===== src/rtl/sarc_regs.svh =====
// Timing counts, field codes and reset values of the converter control block
`ifndef SARC_REGS_SVH
`define SARC_REGS_SVH

// ----------------------------------------------------------------
// Widths
// ----------------------------------------------------------------
`define SARC_RES_W        10
`define SARC_HCNT_W       6
`define SARC_PSC_W        7

// ----------------------------------------------------------------
// Conversion timing, in converter clock half cycles
// ----------------------------------------------------------------
`define SARC_NORM_END     6'd26
`define SARC_NORM_SAMP    6'd3
`define SARC_FIRST_END    6'd50
`define SARC_FIRST_SAMP   6'd27
`define SARC_AUTO_END     6'd27
`define SARC_AUTO_SAMP    6'd4
`define SARC_LAST_CYCLE   6'd2

// ----------------------------------------------------------------
// Field codes
// ----------------------------------------------------------------
`define SARC_TS_FREE_RUN  3'h0
`define SARC_DIFF_BASE    5'h10
`define SARC_REF_AVCC     2'h0
`define SARC_REF_PIN      2'h1
`define SARC_REF_1V1      2'h2
`define SARC_REF_2V56     2'h3

// ----------------------------------------------------------------
// Reset values
// ----------------------------------------------------------------
`define SARC_CHAN_RST     5'h00
`define SARC_REF_RST      2'h0
`define SARC_BYTE_RST     8'h00

`endif


===== src/rtl/sarc_pkg.sv =====
// Types shared by the converter control modules
package sarc_pkg;
  typedef enum logic [1:0] {
    SARC_IDLE,
    SARC_WAIT_EDGE,
    SARC_CONVERT
  } sarc_state_e;

  typedef enum logic [1:0] {
    SARC_GAIN_BYPASS,
    SARC_GAIN_8X,
    SARC_GAIN_20X
  } sarc_gain_e;

  typedef enum logic [1:0] {
    SARC_SRC_AVCC,
    SARC_SRC_PIN,
    SARC_SRC_1V1,
    SARC_SRC_2V56
  } sarc_ref_e;
endpackage


===== src/rtl/sarc_control.sv =====
// Control of a 10-bit successive approximation converter: start, timing, result lock
// ----------------------------------------------------------------
// Summary of operation
// - Ten-bit result, right or left justified
// - Low byte read locks both result bytes
// - High byte read unlocks result bytes
// - Done flag set even when result discarded
// - Start bit launches, reads high, self-clears
// - Channel change waits for current conversion
// - Trigger edge restarts prescaler and converts
// - Trigger edges during conversion are ignored
// - Trigger flag must be cleared by software
// - Own done flag as trigger free-runs
// - Start bit works and reads busy anyway
// - Prescaler runs only while enable set
// - Software start waits for converter clock edge
// - Thirteen cycles normal, twenty-five first
// - Sample at 1.5, first at 13.5
// - Completion writes result, sets flag, clears start
// - Auto sample at two cycles, 13.5 long
// - Free-running restarts at once, start stays high
// - Selections apply only while enable set
// - Differential codes use 8x/20x gain, else bypass
// - Five-bit channel field selects all inputs
// - Reference from select field and enable bits
// - Selection buffer frozen until last cycle
// ----------------------------------------------------------------
`timescale 1ns/1ps
`default_nettype none
`include "sarc_regs.svh"

module sarc_control (
  // Clock and reset
  input  wire logic                  mclk,
  input  wire logic                  sys_rst,
  // Software control bits
  input  wire logic                  converter_enable,
  input  wire logic                  start_conversion_write,
  input  wire logic                  auto_trigger_enable,
  input  wire logic [2:0]            trigger_select,
  input  wire logic [2:0]            prescaler_select,
  input  wire logic                  result_left_justify,
  input  wire logic [4:0]            channel_select,
  input  wire logic [1:0]            reference_select,
  input  wire logic                  reference_output_enable,
  input  wire logic                  external_reference_enable,
  input  wire logic                  conversion_done_clear,
  // Result byte read strobes
  input  wire logic                  result_low_read,
  input  wire logic                  result_high_read,
  // Trigger sources, bit n picked by trigger_select n
  input  wire logic [7:0]            trigger_sources,
  // Analog core
  input  wire logic [`SARC_RES_W-1:0] sar_result,
  output logic                       analog_enable,
  output logic                       sample_hold,
  output logic [4:0]                 channel_applied,
  output sarc_pkg::sarc_gain_e       gain_applied,
  output sarc_pkg::sarc_ref_e        reference_applied,
  output logic                       reference_drive_out,
  // Status to software
  output logic                       start_conversion,
  output logic                       conversion_done_flag,
  output logic                       conversion_done_pulse,
  output logic [7:0]                 result_high_byte,
  output logic [7:0]                 result_low_byte
);
  import sarc_pkg::*;

  // ----------------------------------------------------------------
  // Declarations
  // ----------------------------------------------------------------
  sarc_state_e              state;
  sarc_state_e              next_state;
  logic [`SARC_HCNT_W-1:0]  hcnt;
  logic [`SARC_HCNT_W-1:0]  next_hcnt;
  logic [`SARC_HCNT_W-1:0]  cur_end;
  logic [`SARC_HCNT_W-1:0]  cur_samp;
  logic [`SARC_HCNT_W-1:0]  next_end;
  logic [`SARC_HCNT_W-1:0]  next_samp;
  logic                     first_conv;
  logic                     result_locked;
  logic                     tick_rise;
  logic                     tick_fall;
  logic                     tick_any;
  logic                     done_evt;
  logic                     enter_conv;
  logic                     trig_start;
  logic                     free_run;
  logic                     near_end;
  logic                     trig_q1;
  logic                     trig_q2;
  logic                     trig_q3;
  logic                     trig_level;
  logic                     trig_level_d;
  logic                     trig_edge;

  // ----------------------------------------------------------------
  // Prescaler
  // ----------------------------------------------------------------
  sarc_prescaler i_sarc_prescaler (
    .mclk             (mclk),
    .sys_rst          (sys_rst),
    .run              (converter_enable),
    .restart          (trig_start),
    .prescaler_select (prescaler_select),
    .tick_rise        (tick_rise),
    .tick_fall        (tick_fall)
  );

  assign tick_any = tick_rise || tick_fall;

  // ----------------------------------------------------------------
  // Trigger synchroniser and edge detect
  // ----------------------------------------------------------------
  // Three stages; the level moves only when stages two and three agree
  always_ff @(posedge mclk) begin
    if (sys_rst) begin
      trig_q1      <= 1'b0;
      trig_q2      <= 1'b0;
      trig_q3      <= 1'b0;
      trig_level   <= 1'b0;
      trig_level_d <= 1'b0;
    end else begin
      trig_q1      <= trigger_sources[trigger_select];
      trig_q2      <= trig_q1;
      trig_q3      <= trig_q2;
      if (trig_q2 == trig_q3) begin
        trig_level <= trig_q3;
      end
      trig_level_d <= trig_level;
    end
  end

  // A level still high at completion gives no edge, so no restart
  assign trig_edge = trig_level && !trig_level_d;
  assign free_run  = auto_trigger_enable && (trigger_select == `SARC_TS_FREE_RUN);
  assign trig_start = (state == SARC_IDLE) && converter_enable && auto_trigger_enable
                      && !free_run && trig_edge && !start_conversion_write;

  // ----------------------------------------------------------------
  // Conversion sequencer
  // ----------------------------------------------------------------
  assign done_evt = (state == SARC_CONVERT) && tick_any && (hcnt + 6'd1 == cur_end);
  assign near_end = (hcnt >= cur_end - `SARC_LAST_CYCLE);

  // Next state, half-cycle count and timing of the conversion being entered
  always_comb begin
    next_state = state;
    next_hcnt  = hcnt;
    enter_conv = 1'b0;
    next_end   = cur_end;
    next_samp  = cur_samp;
    case (state)
      SARC_IDLE: begin
        if (start_conversion_write) begin
          next_state = SARC_WAIT_EDGE;
        end else if (trig_start) begin
          next_state = SARC_CONVERT;
          next_hcnt  = 6'd0;
          enter_conv = 1'b1;
        end
      end
      SARC_WAIT_EDGE: begin
        if (tick_rise) begin
          next_state = SARC_CONVERT;
          next_hcnt  = 6'd0;
          enter_conv = 1'b1;
        end
      end
      SARC_CONVERT: begin
        if (done_evt) begin
          next_hcnt = 6'd0;
          if (free_run) begin
            enter_conv = 1'b1;
          end else begin
            next_state = SARC_IDLE;
          end
        end else if (tick_any) begin
          next_hcnt = hcnt + 6'd1;
        end
      end
      default: begin
        next_state = SARC_IDLE;
      end
    endcase
    if (enter_conv) begin
      if (first_conv) begin
        next_end  = `SARC_FIRST_END;
        next_samp = `SARC_FIRST_SAMP;
      end else if (trig_start) begin
        next_end  = `SARC_AUTO_END;
        next_samp = `SARC_AUTO_SAMP;
      end else begin
        next_end  = `SARC_NORM_END;
        next_samp = `SARC_NORM_SAMP;
      end
    end
  end

  // Sequencer state; dropping enable abandons any conversion
  always_ff @(posedge mclk) begin
    if (sys_rst || !converter_enable) begin
      state    <= SARC_IDLE;
      hcnt     <= 6'd0;
      cur_end  <= `SARC_NORM_END;
      cur_samp <= `SARC_NORM_SAMP;
    end else begin
      state    <= next_state;
      hcnt     <= next_hcnt;
      cur_end  <= next_end;
      cur_samp <= next_samp;
    end
  end

  // First conversion after enable gets the long initialisation timing
  always_ff @(posedge mclk) begin
    if (sys_rst || !converter_enable) begin
      first_conv <= 1'b1;
    end else if (enter_conv) begin
      first_conv <= 1'b0;
    end
  end

  // Start bit reads one while waiting or converting, by any cause
  always_ff @(posedge mclk) begin
    if (sys_rst || !converter_enable) begin
      start_conversion <= 1'b0;
    end else begin
      start_conversion <= (next_state != SARC_IDLE);
    end
  end

  // Sample strobe when the half-cycle count reaches the sample point
  always_ff @(posedge mclk) begin
    if (sys_rst) begin
      sample_hold <= 1'b0;
    end else begin
      sample_hold <= (state == SARC_CONVERT) && tick_any && !done_evt
                     && (hcnt + 6'd1 == cur_samp);
    end
  end

  // ----------------------------------------------------------------
  // Result bytes, lock and completion flag
  // ----------------------------------------------------------------
  // High read wins over a low read in the same cycle
  always_ff @(posedge mclk) begin
    if (sys_rst) begin
      result_locked <= 1'b0;
    end else if (result_high_read) begin
      result_locked <= 1'b0;
    end else if (result_low_read) begin
      result_locked <= 1'b1;
    end
  end

  // A locked pair keeps the older result; the new one is lost
  always_ff @(posedge mclk) begin
    if (sys_rst) begin
      result_high_byte <= `SARC_BYTE_RST;
      result_low_byte  <= `SARC_BYTE_RST;
    end else if (done_evt && !result_locked) begin
      if (result_left_justify) begin
        result_high_byte <= sar_result[9:2];
        result_low_byte  <= {sar_result[1:0], 6'h00};
      end else begin
        result_high_byte <= {6'h00, sar_result[9:8]};
        result_low_byte  <= sar_result[7:0];
      end
    end
  end

  // Completion sets the flag even when the result was dropped; set beats clear
  always_ff @(posedge mclk) begin
    if (sys_rst) begin
      conversion_done_flag  <= 1'b0;
      conversion_done_pulse <= 1'b0;
    end else begin
      conversion_done_pulse <= done_evt;
      if (done_evt) begin
        conversion_done_flag <= 1'b1;
      end else if (conversion_done_clear) begin
        conversion_done_flag <= 1'b0;
      end
    end
  end

  // ----------------------------------------------------------------
  // Channel and reference buffer
  // ----------------------------------------------------------------
  // Frozen during a conversion until its last converter cycle so sampling sees a settled input
  always_ff @(posedge mclk) begin
    if (sys_rst) begin
      channel_applied     <= `SARC_CHAN_RST;
      gain_applied        <= SARC_GAIN_BYPASS;
      reference_applied   <= SARC_SRC_AVCC;
      reference_drive_out <= 1'b0;
    end else if (converter_enable && (state != SARC_CONVERT || near_end)) begin
      channel_applied <= channel_select;
      if (channel_select >= `SARC_DIFF_BASE) begin
        gain_applied <= channel_select[0] ? SARC_GAIN_20X : SARC_GAIN_8X;
      end else begin
        gain_applied <= SARC_GAIN_BYPASS;
      end
      if (external_reference_enable) begin
        reference_applied <= SARC_SRC_PIN;
      end else if (reference_select == `SARC_REF_PIN) begin
        reference_applied <= SARC_SRC_PIN;
      end else if (reference_select == `SARC_REF_1V1) begin
        reference_applied <= SARC_SRC_1V1;
      end else if (reference_select == `SARC_REF_2V56) begin
        reference_applied <= SARC_SRC_2V56;
      end else begin
        reference_applied <= SARC_SRC_AVCC;
      end
      reference_drive_out <= reference_output_enable && !external_reference_enable
                             && reference_select[1];
    end
  end

  // Analog core powered only while enabled
  always_ff @(posedge mclk) begin
    if (sys_rst) begin
      analog_enable <= 1'b0;
    end else begin
      analog_enable <= converter_enable;
    end
  end

  // ----------------------------------------------------------------
  // Assertions
  // ----------------------------------------------------------------
  property p_lock_holds;
    @(posedge mclk) disable iff (sys_rst)
    (done_evt && result_locked) |=> ($stable(result_high_byte) && $stable(result_low_byte));
  endproperty
  a_lock_holds: assert property (p_lock_holds) else $error("locked result bytes changed");

  property p_high_unlocks;
    @(posedge mclk) disable iff (sys_rst)
    result_high_read |=> !result_locked;
  endproperty
  a_high_unlocks: assert property (p_high_unlocks) else $error("high read left lock set");

  property p_flag_on_done;
    @(posedge mclk) disable iff (sys_rst)
    done_evt |=> (conversion_done_flag && conversion_done_pulse);
  endproperty
  a_flag_on_done: assert property (p_flag_on_done) else $error("done flag not raised");

  property p_busy_reads_one;
    @(posedge mclk) disable iff (sys_rst)
    (state == SARC_CONVERT && !done_evt && converter_enable) |=> start_conversion;
  endproperty
  a_busy_reads_one: assert property (p_busy_reads_one) else $error("start bit low while busy");

  property p_prescaler_held;
    @(posedge mclk) disable iff (sys_rst)
    !converter_enable |-> (!tick_rise && !tick_fall);
  endproperty
  a_prescaler_held: assert property (p_prescaler_held) else $error("prescaler ran while disabled");

  property p_edge_ignored;
    @(posedge mclk) disable iff (sys_rst)
    (state == SARC_CONVERT && trig_edge && !done_evt && converter_enable)
      |=> (state == SARC_CONVERT && hcnt >= $past(hcnt));
  endproperty
  a_edge_ignored: assert property (p_edge_ignored) else $error("trigger accepted while busy");

  property p_buffer_frozen;
    @(posedge mclk) disable iff (sys_rst)
    (state == SARC_CONVERT && !near_end) |=> $stable(channel_applied);
  endproperty
  a_buffer_frozen: assert property (p_buffer_frozen) else $error("channel changed mid conversion");

  property p_disabled_no_apply;
    @(posedge mclk) disable iff (sys_rst)
    !converter_enable |=> $stable(reference_applied);
  endproperty
  a_disabled_no_apply: assert property (p_disabled_no_apply) else $error("reference applied while disabled");

  property p_free_run_restart;
    @(posedge mclk) disable iff (sys_rst)
    (done_evt && free_run && converter_enable) |=> (state == SARC_CONVERT && start_conversion && hcnt == 6'd0);
  endproperty
  a_free_run_restart: assert property (p_free_run_restart) else $error("free run did not restart");

  property p_start_waits_edge;
    @(posedge mclk) disable iff (sys_rst)
    (state == SARC_WAIT_EDGE && !tick_rise && converter_enable) |=> (state == SARC_WAIT_EDGE);
  endproperty
  a_start_waits_edge: assert property (p_start_waits_edge) else $error("start left wait before edge");

  property p_norm_length;
    @(posedge mclk) disable iff (sys_rst)
    (enter_conv && !first_conv && !trig_start) |=> (cur_end == 6'd26 && cur_samp == 6'd3);
  endproperty
  a_norm_length: assert property (p_norm_length) else $error("normal length not 13 cycles");
endmodule // sarc_control

`default_nettype wire


===== src/rtl/sarc_prescaler.sv =====
// Converter clock prescaler giving rise and fall ticks of the divided clock
`timescale 1ns/1ps
`default_nettype none
`include "sarc_regs.svh"

module sarc_prescaler (
  // Clock and reset
  input  wire logic       mclk,
  input  wire logic       sys_rst,
  // Control
  input  wire logic       run,
  input  wire logic       restart,
  input  wire logic [2:0] prescaler_select,
  // Ticks of the divided clock
  output logic            tick_rise,
  output logic            tick_fall
);
  import sarc_pkg::*;

  logic [`SARC_PSC_W-1:0] count;
  logic [`SARC_PSC_W-1:0] wrap_at;
  logic [`SARC_PSC_W-1:0] half_at;

  // Ratios 2,2,4,8..128; kept one below the ratio so divide by 128 still fits seven bits
  always_comb begin
    wrap_at = (prescaler_select == 3'h0) ? 7'h01 : 7'((8'h01 << prescaler_select) - 8'h01);
    half_at = wrap_at >> 1;
  end

  // Held at zero while disabled so the first rising edge is a full period away
  always_ff @(posedge mclk) begin
    if (sys_rst || !run || restart) begin
      count <= 7'h00;
    end else if (count == wrap_at) begin
      count <= 7'h00;
    end else begin
      count <= count + 7'h01;
    end
  end

  // Ticks are qualified with run so a held prescaler gives none
  always_comb begin
    tick_rise = run && !restart && (count == wrap_at);
    tick_fall = run && !restart && (count == half_at);
  end
endmodule // sarc_prescaler

`default_nettype wire


===== config.mk =====
export PLATFORM = sky130hd
export DESIGN_NAME = sarc_control
export DESIGN_NICKNAME = d
export VERILOG_FILES = /design/src/rtl/sarc_pkg.sv /design/src/rtl/sarc_control.sv /design/src/rtl/sarc_prescaler.sv
export VERILOG_INCLUDE_DIRS = /design/src /design/src/rtl
export SDC_FILE = /design/constraint.sdc
export NUM_CORES = 1
export LEC_CHECK = 0
export ABC_AREA = 1
export BUFFER_PORTS_ARGS = -buffer_cell sky130_fd_sc_hd__buf_4
export CAP_MARGIN = 10
export CELL_PAD_IN_SITES_DETAIL_PLACEMENT = 1
export CELL_PAD_IN_SITES_GLOBAL_PLACEMENT = 1
export CORE_MARGIN = 5
export CORE_UTILIZATION = 34
export DETAILED_ROUTE_END_ITERATION = 7
export GPL_TIMING_DRIVEN = 0
export PLACE_DENSITY = 0.79
export SLEW_MARGIN = 5
export SYNTH_ARGS = -nofsm -noshare
export SYNTH_HDL_FRONTEND = slang
export SYNTH_SLANG_ARGS = --single-unit

===== constraint.sdc =====
create_clock -name mclk -period 2.12 [get_ports mclk]
set_clock_uncertainty 0.15 [all_clocks]
set_input_delay 0 -clock mclk [delete_from_list [all_inputs] [get_ports mclk]]
set_output_delay 0 -clock mclk [all_outputs]
set_load 0.1 [all_outputs]

==> metrics <==
iteration-0 DRC count of the detailed router=91; status=complete, but fails checks; initial core utilization=0.3458; Die Y=103.7 um; worst path cell trace=ha_4 -> inv_2 -> or2_1 -> nor2_2 -> nand2_1 -> inv_2 -> nand2_2 -> nor2_4 -> buf_4 -> nand4_4 -> buf_8 -> nand2_1 -> a21oi_1; DRT Wirelength=9.749 mm; crit path max-delay cell type=dfxtp_4; Synth Area per Inst=6.897 um^2; routability cong.=0.8210; crit path kind=reg -> reg; net count after synthesis=480; Final Cycle Share=1.013; Area Growth Syn to Fin=45.87%; Yosys top cell area share=0.3821; TritonCTS Buffers=9; worst-case vdd ir drop=0.2915 mV; Clock transition at path regs=0.07 ns; WP buf/inv=4; flops & latches, synth=57; Ys Warns=0; row count=34; CTS tree=done; CTS root buf=clkbuf_8; # setup viols final=16; Final min period=2.148 ns; grt ovf=0; violated checks=negative setup slack; Area contributors post-synth=dfxtp_1 (38%), nand2_1 (13%), inv_1 (6.8%); startpoint types=register; drt pass-1 iters=5; vias in the first global route=3456; # DRC=0; Max Clk Rate=465.6 MHz; worst path required time=2.18 ns; RSZ-0062 raised after global routing=yes; CP arrival=2.21 ns; crit-path max cell delay=0.37 ns; ANT nets after route=0; IO Pins=73; DR WL/cell=14.64 um; maxcap violations=0; P per Cell Area=573.2 nW/um^2; first-pass GRT wire length=16.44 mm; Max-Slew Margin vs Limit=0.6304; Slew Limit Fails=0; Finished Cell Area=4357 um^2; post-route setup slack=-0.02766 ns; Worst-Skew Late Latency=0.34 ns; placed inst area=3633 um^2; crit path max fanout=10; initial antenna violation count=0; GRT Util Overall=0.1826; Pleak=0.001967 uW; # H-tree levels=3; Core ar.=8636 um^2; actual slew at the worst max-slew pin=0.5544 ns; Worst setup EP type=register; post-synthesis sequential area ratio=0.3821; delay-heaviest family, CP=simple AND/OR/NAND/NOR gates; post-synthesis cell area=2987 um^2; Final Net Count=600; Port Buffer Count=68; Max clock buf depth=2; die footprint=10760 um^2; die span in x=103.7 um; Post-Syn Instances=433; via count=3260; Clock Sinks=57; min-delay worst type=in -> reg; Final Hold Fails=0; Detailed Place HPWL=6.715 mm; Synth cell types=36; antenna cells=0; largest net degree at the start of global routing=13; TNS Setup=-0.2613 ns; vias per cell=4.895; cell taking the most area after synthesis=dfxtp_1; share of layout cells above drive strength 1=0.2814
[cells in the mapped netlist]
library cell	instances
buf_1	1
o21ai_0	8
buf_6	4
xor2_1	5
clkinv_1	3
o32ai_1	1
a2111oi_0	1
a311oi_1	1
nor3b_1	2
buf_2	1
nand4_2	1
dfxtp_1	57
nand2_4	2
nand4_1	25
buf_4	2
ha_1	5
nand3_2	5
o211ai_1	2
nor2_4	3
nand2_2	4
a21oi_1	40
nand2_1	102
inv_2	2
o21a_1	2
nand3_1	30
nor2_1	49
buf_8	1
inv_1	54
xnor2_1	1
inv_6	1
nor3_1	4
inv_4	1
nor2_2	3
o21ai_1	2
clkbuf_1	7
or2_1	1
[cell usage in the layout, fill, tap and decap left out, types with 2 or more instances in the layout]
cell type	netlist	layout
nor3b_1	2	2
nand4_1	25	25
a21oi_1	40	39
dfxtp_2	0	2
clkinvlp_4	0	3
inv_2	2	6
dlygate4sd3_1	0	28
nand3_2	5	10
nor3_1	4	4
inv_6	1	3
dfxtp_4	0	2
ha_1	5	3
buf_6	4	5
nand3_1	30	25
inv_1	54	50
xor2_1	5	4
dfxtp_1	57	53
ha_4	0	2
nor2_2	3	5
o21ai_1	2	3
clkbuf_8	0	9
buf_4	2	80
nand2_1	102	93
nand2_4	2	3
o21ai_0	8	6
nand2_2	4	12
nor2_4	3	3
clkinv_1	3	3
o211ai_1	2	2
clkbuf_1	7	6
buf_8	1	3
o21a_1	2	2
nor2_1	49	47
[area by class of cell]
cell class / instances / area, um^2
fill: 1079 / 4279
tap: 108 / 135.1
clock inverter: 7 / 78.83
clock buffer: 9 / 123.9
sequential: 57 / 1151
buffer: 16 / 122.6
inverter: 61 / 236.5
timing repair buffer: 109 / 895.9
multi-input combinational: 299 / 1613
[path summary, 6_finish.rpt]
kind / startpoint / cells past startpoint / to / slack [ns]
max reg2reg: hcnt[0] / 13 / result_high_byte[6] / -0.03
max: hcnt[0] / 13 / result_high_byte[6] / -0.03
min: result_left_justify / 5 / result_high_byte[5] / 0.03
min reg2reg: trig_q1 / 2 / trig_q2 / 0.27
[through the flow]
| step | setup slack, ns | instances | total power [uW] | hold WS [ns] | util |
|---|---|---|---|---|---|
| 2_1_floorplan | 0.02048 | 433 | 1319 | -0.07069 | - |
| 3_3_place_gp | -0.2188 | 609 | 1427 | 0.01367 | 0.4207 |
| 3_5_place_dp | -0.2774 | 609 | 1434 | 0.02036 | 0.4207 |
| 4_1_cts | 0.008519 | 661 | 2516 | 0.005682 | 0.4906 |
| 5_1_grt | -0.1498 | 666 | 2614 | 0.04752 | 0.5045 |
| 6_report | -0.02766 | 666 | 2497 | 0.02947 | 0.5045 |
[tightest hold or removal path, cell delays in order]
cell and delay (ns):
clkbuf_1 0.20, nand2_1 0.11, inv_1 0.04, nand4_1 0.08
a21oi_1 0.05
[cell families (layout without fill, tap and decap cells)]
kind of cell / after synthesis / after routing / share of synthesized area
xor gates and xnor gates: 6 / 6 / 0.01760
adders and majority gates: 5 / 5 / 0.02095
buffers and inverters: 77 / 202 / 0.1160
DFF: 57 / 57 / 0.3821
and+or+nand+nor: 231 / 231 / 0.3607
AOI/OAI and AO/OA: 57 / 57 / 0.1026
[state kept, by name, indices dropped and copies added, names as in the netlist, 2 cells and up]
| name | cells |
|---|---|
| i_sarc_prescaler.count | 7 |
| result_high_byte | 8 |
| reference_applied | 2 |
| hcnt | 6 |
| gain_applied | 2 |
| result_low_byte | 8 |
| channel_applied | 5 |
| cur_samp | 3 |
| state | 2 |
[power breakdown]
part	total [uW]	leakage (uW)	internal, uW	switching [uW]
combinational	357	0.00141	140	217
sequential	1100	0.000465	1090	12.2
clock	1040	0.0000925	551	491
total	2500	0.00197	1780	720
[layer usage]
metal,global-route usage,wire length [um],vias up
met5,0,0,-
met1,0.2088,4151,1541
met4,0.06568,200,0
li1,-,-,1638
met2,0.3260,4994,63
met3,0.04664,404,18
[timing repair]
| action | CTS | global route |
|---|---|---|
| endpoints found under the setup margin | 41 | 41 |
| pin swaps | 6 | 12 |
| cloned | 0 | 0 |
| setup buffers | 8 | 5 |
| endpoints found under the hold margin | 35 | 0 |
| resized for setup | 13 | 29 |
| hold buffers | 28 | 0 |
No activity file was read; power rests on OpenSTA's default activity.
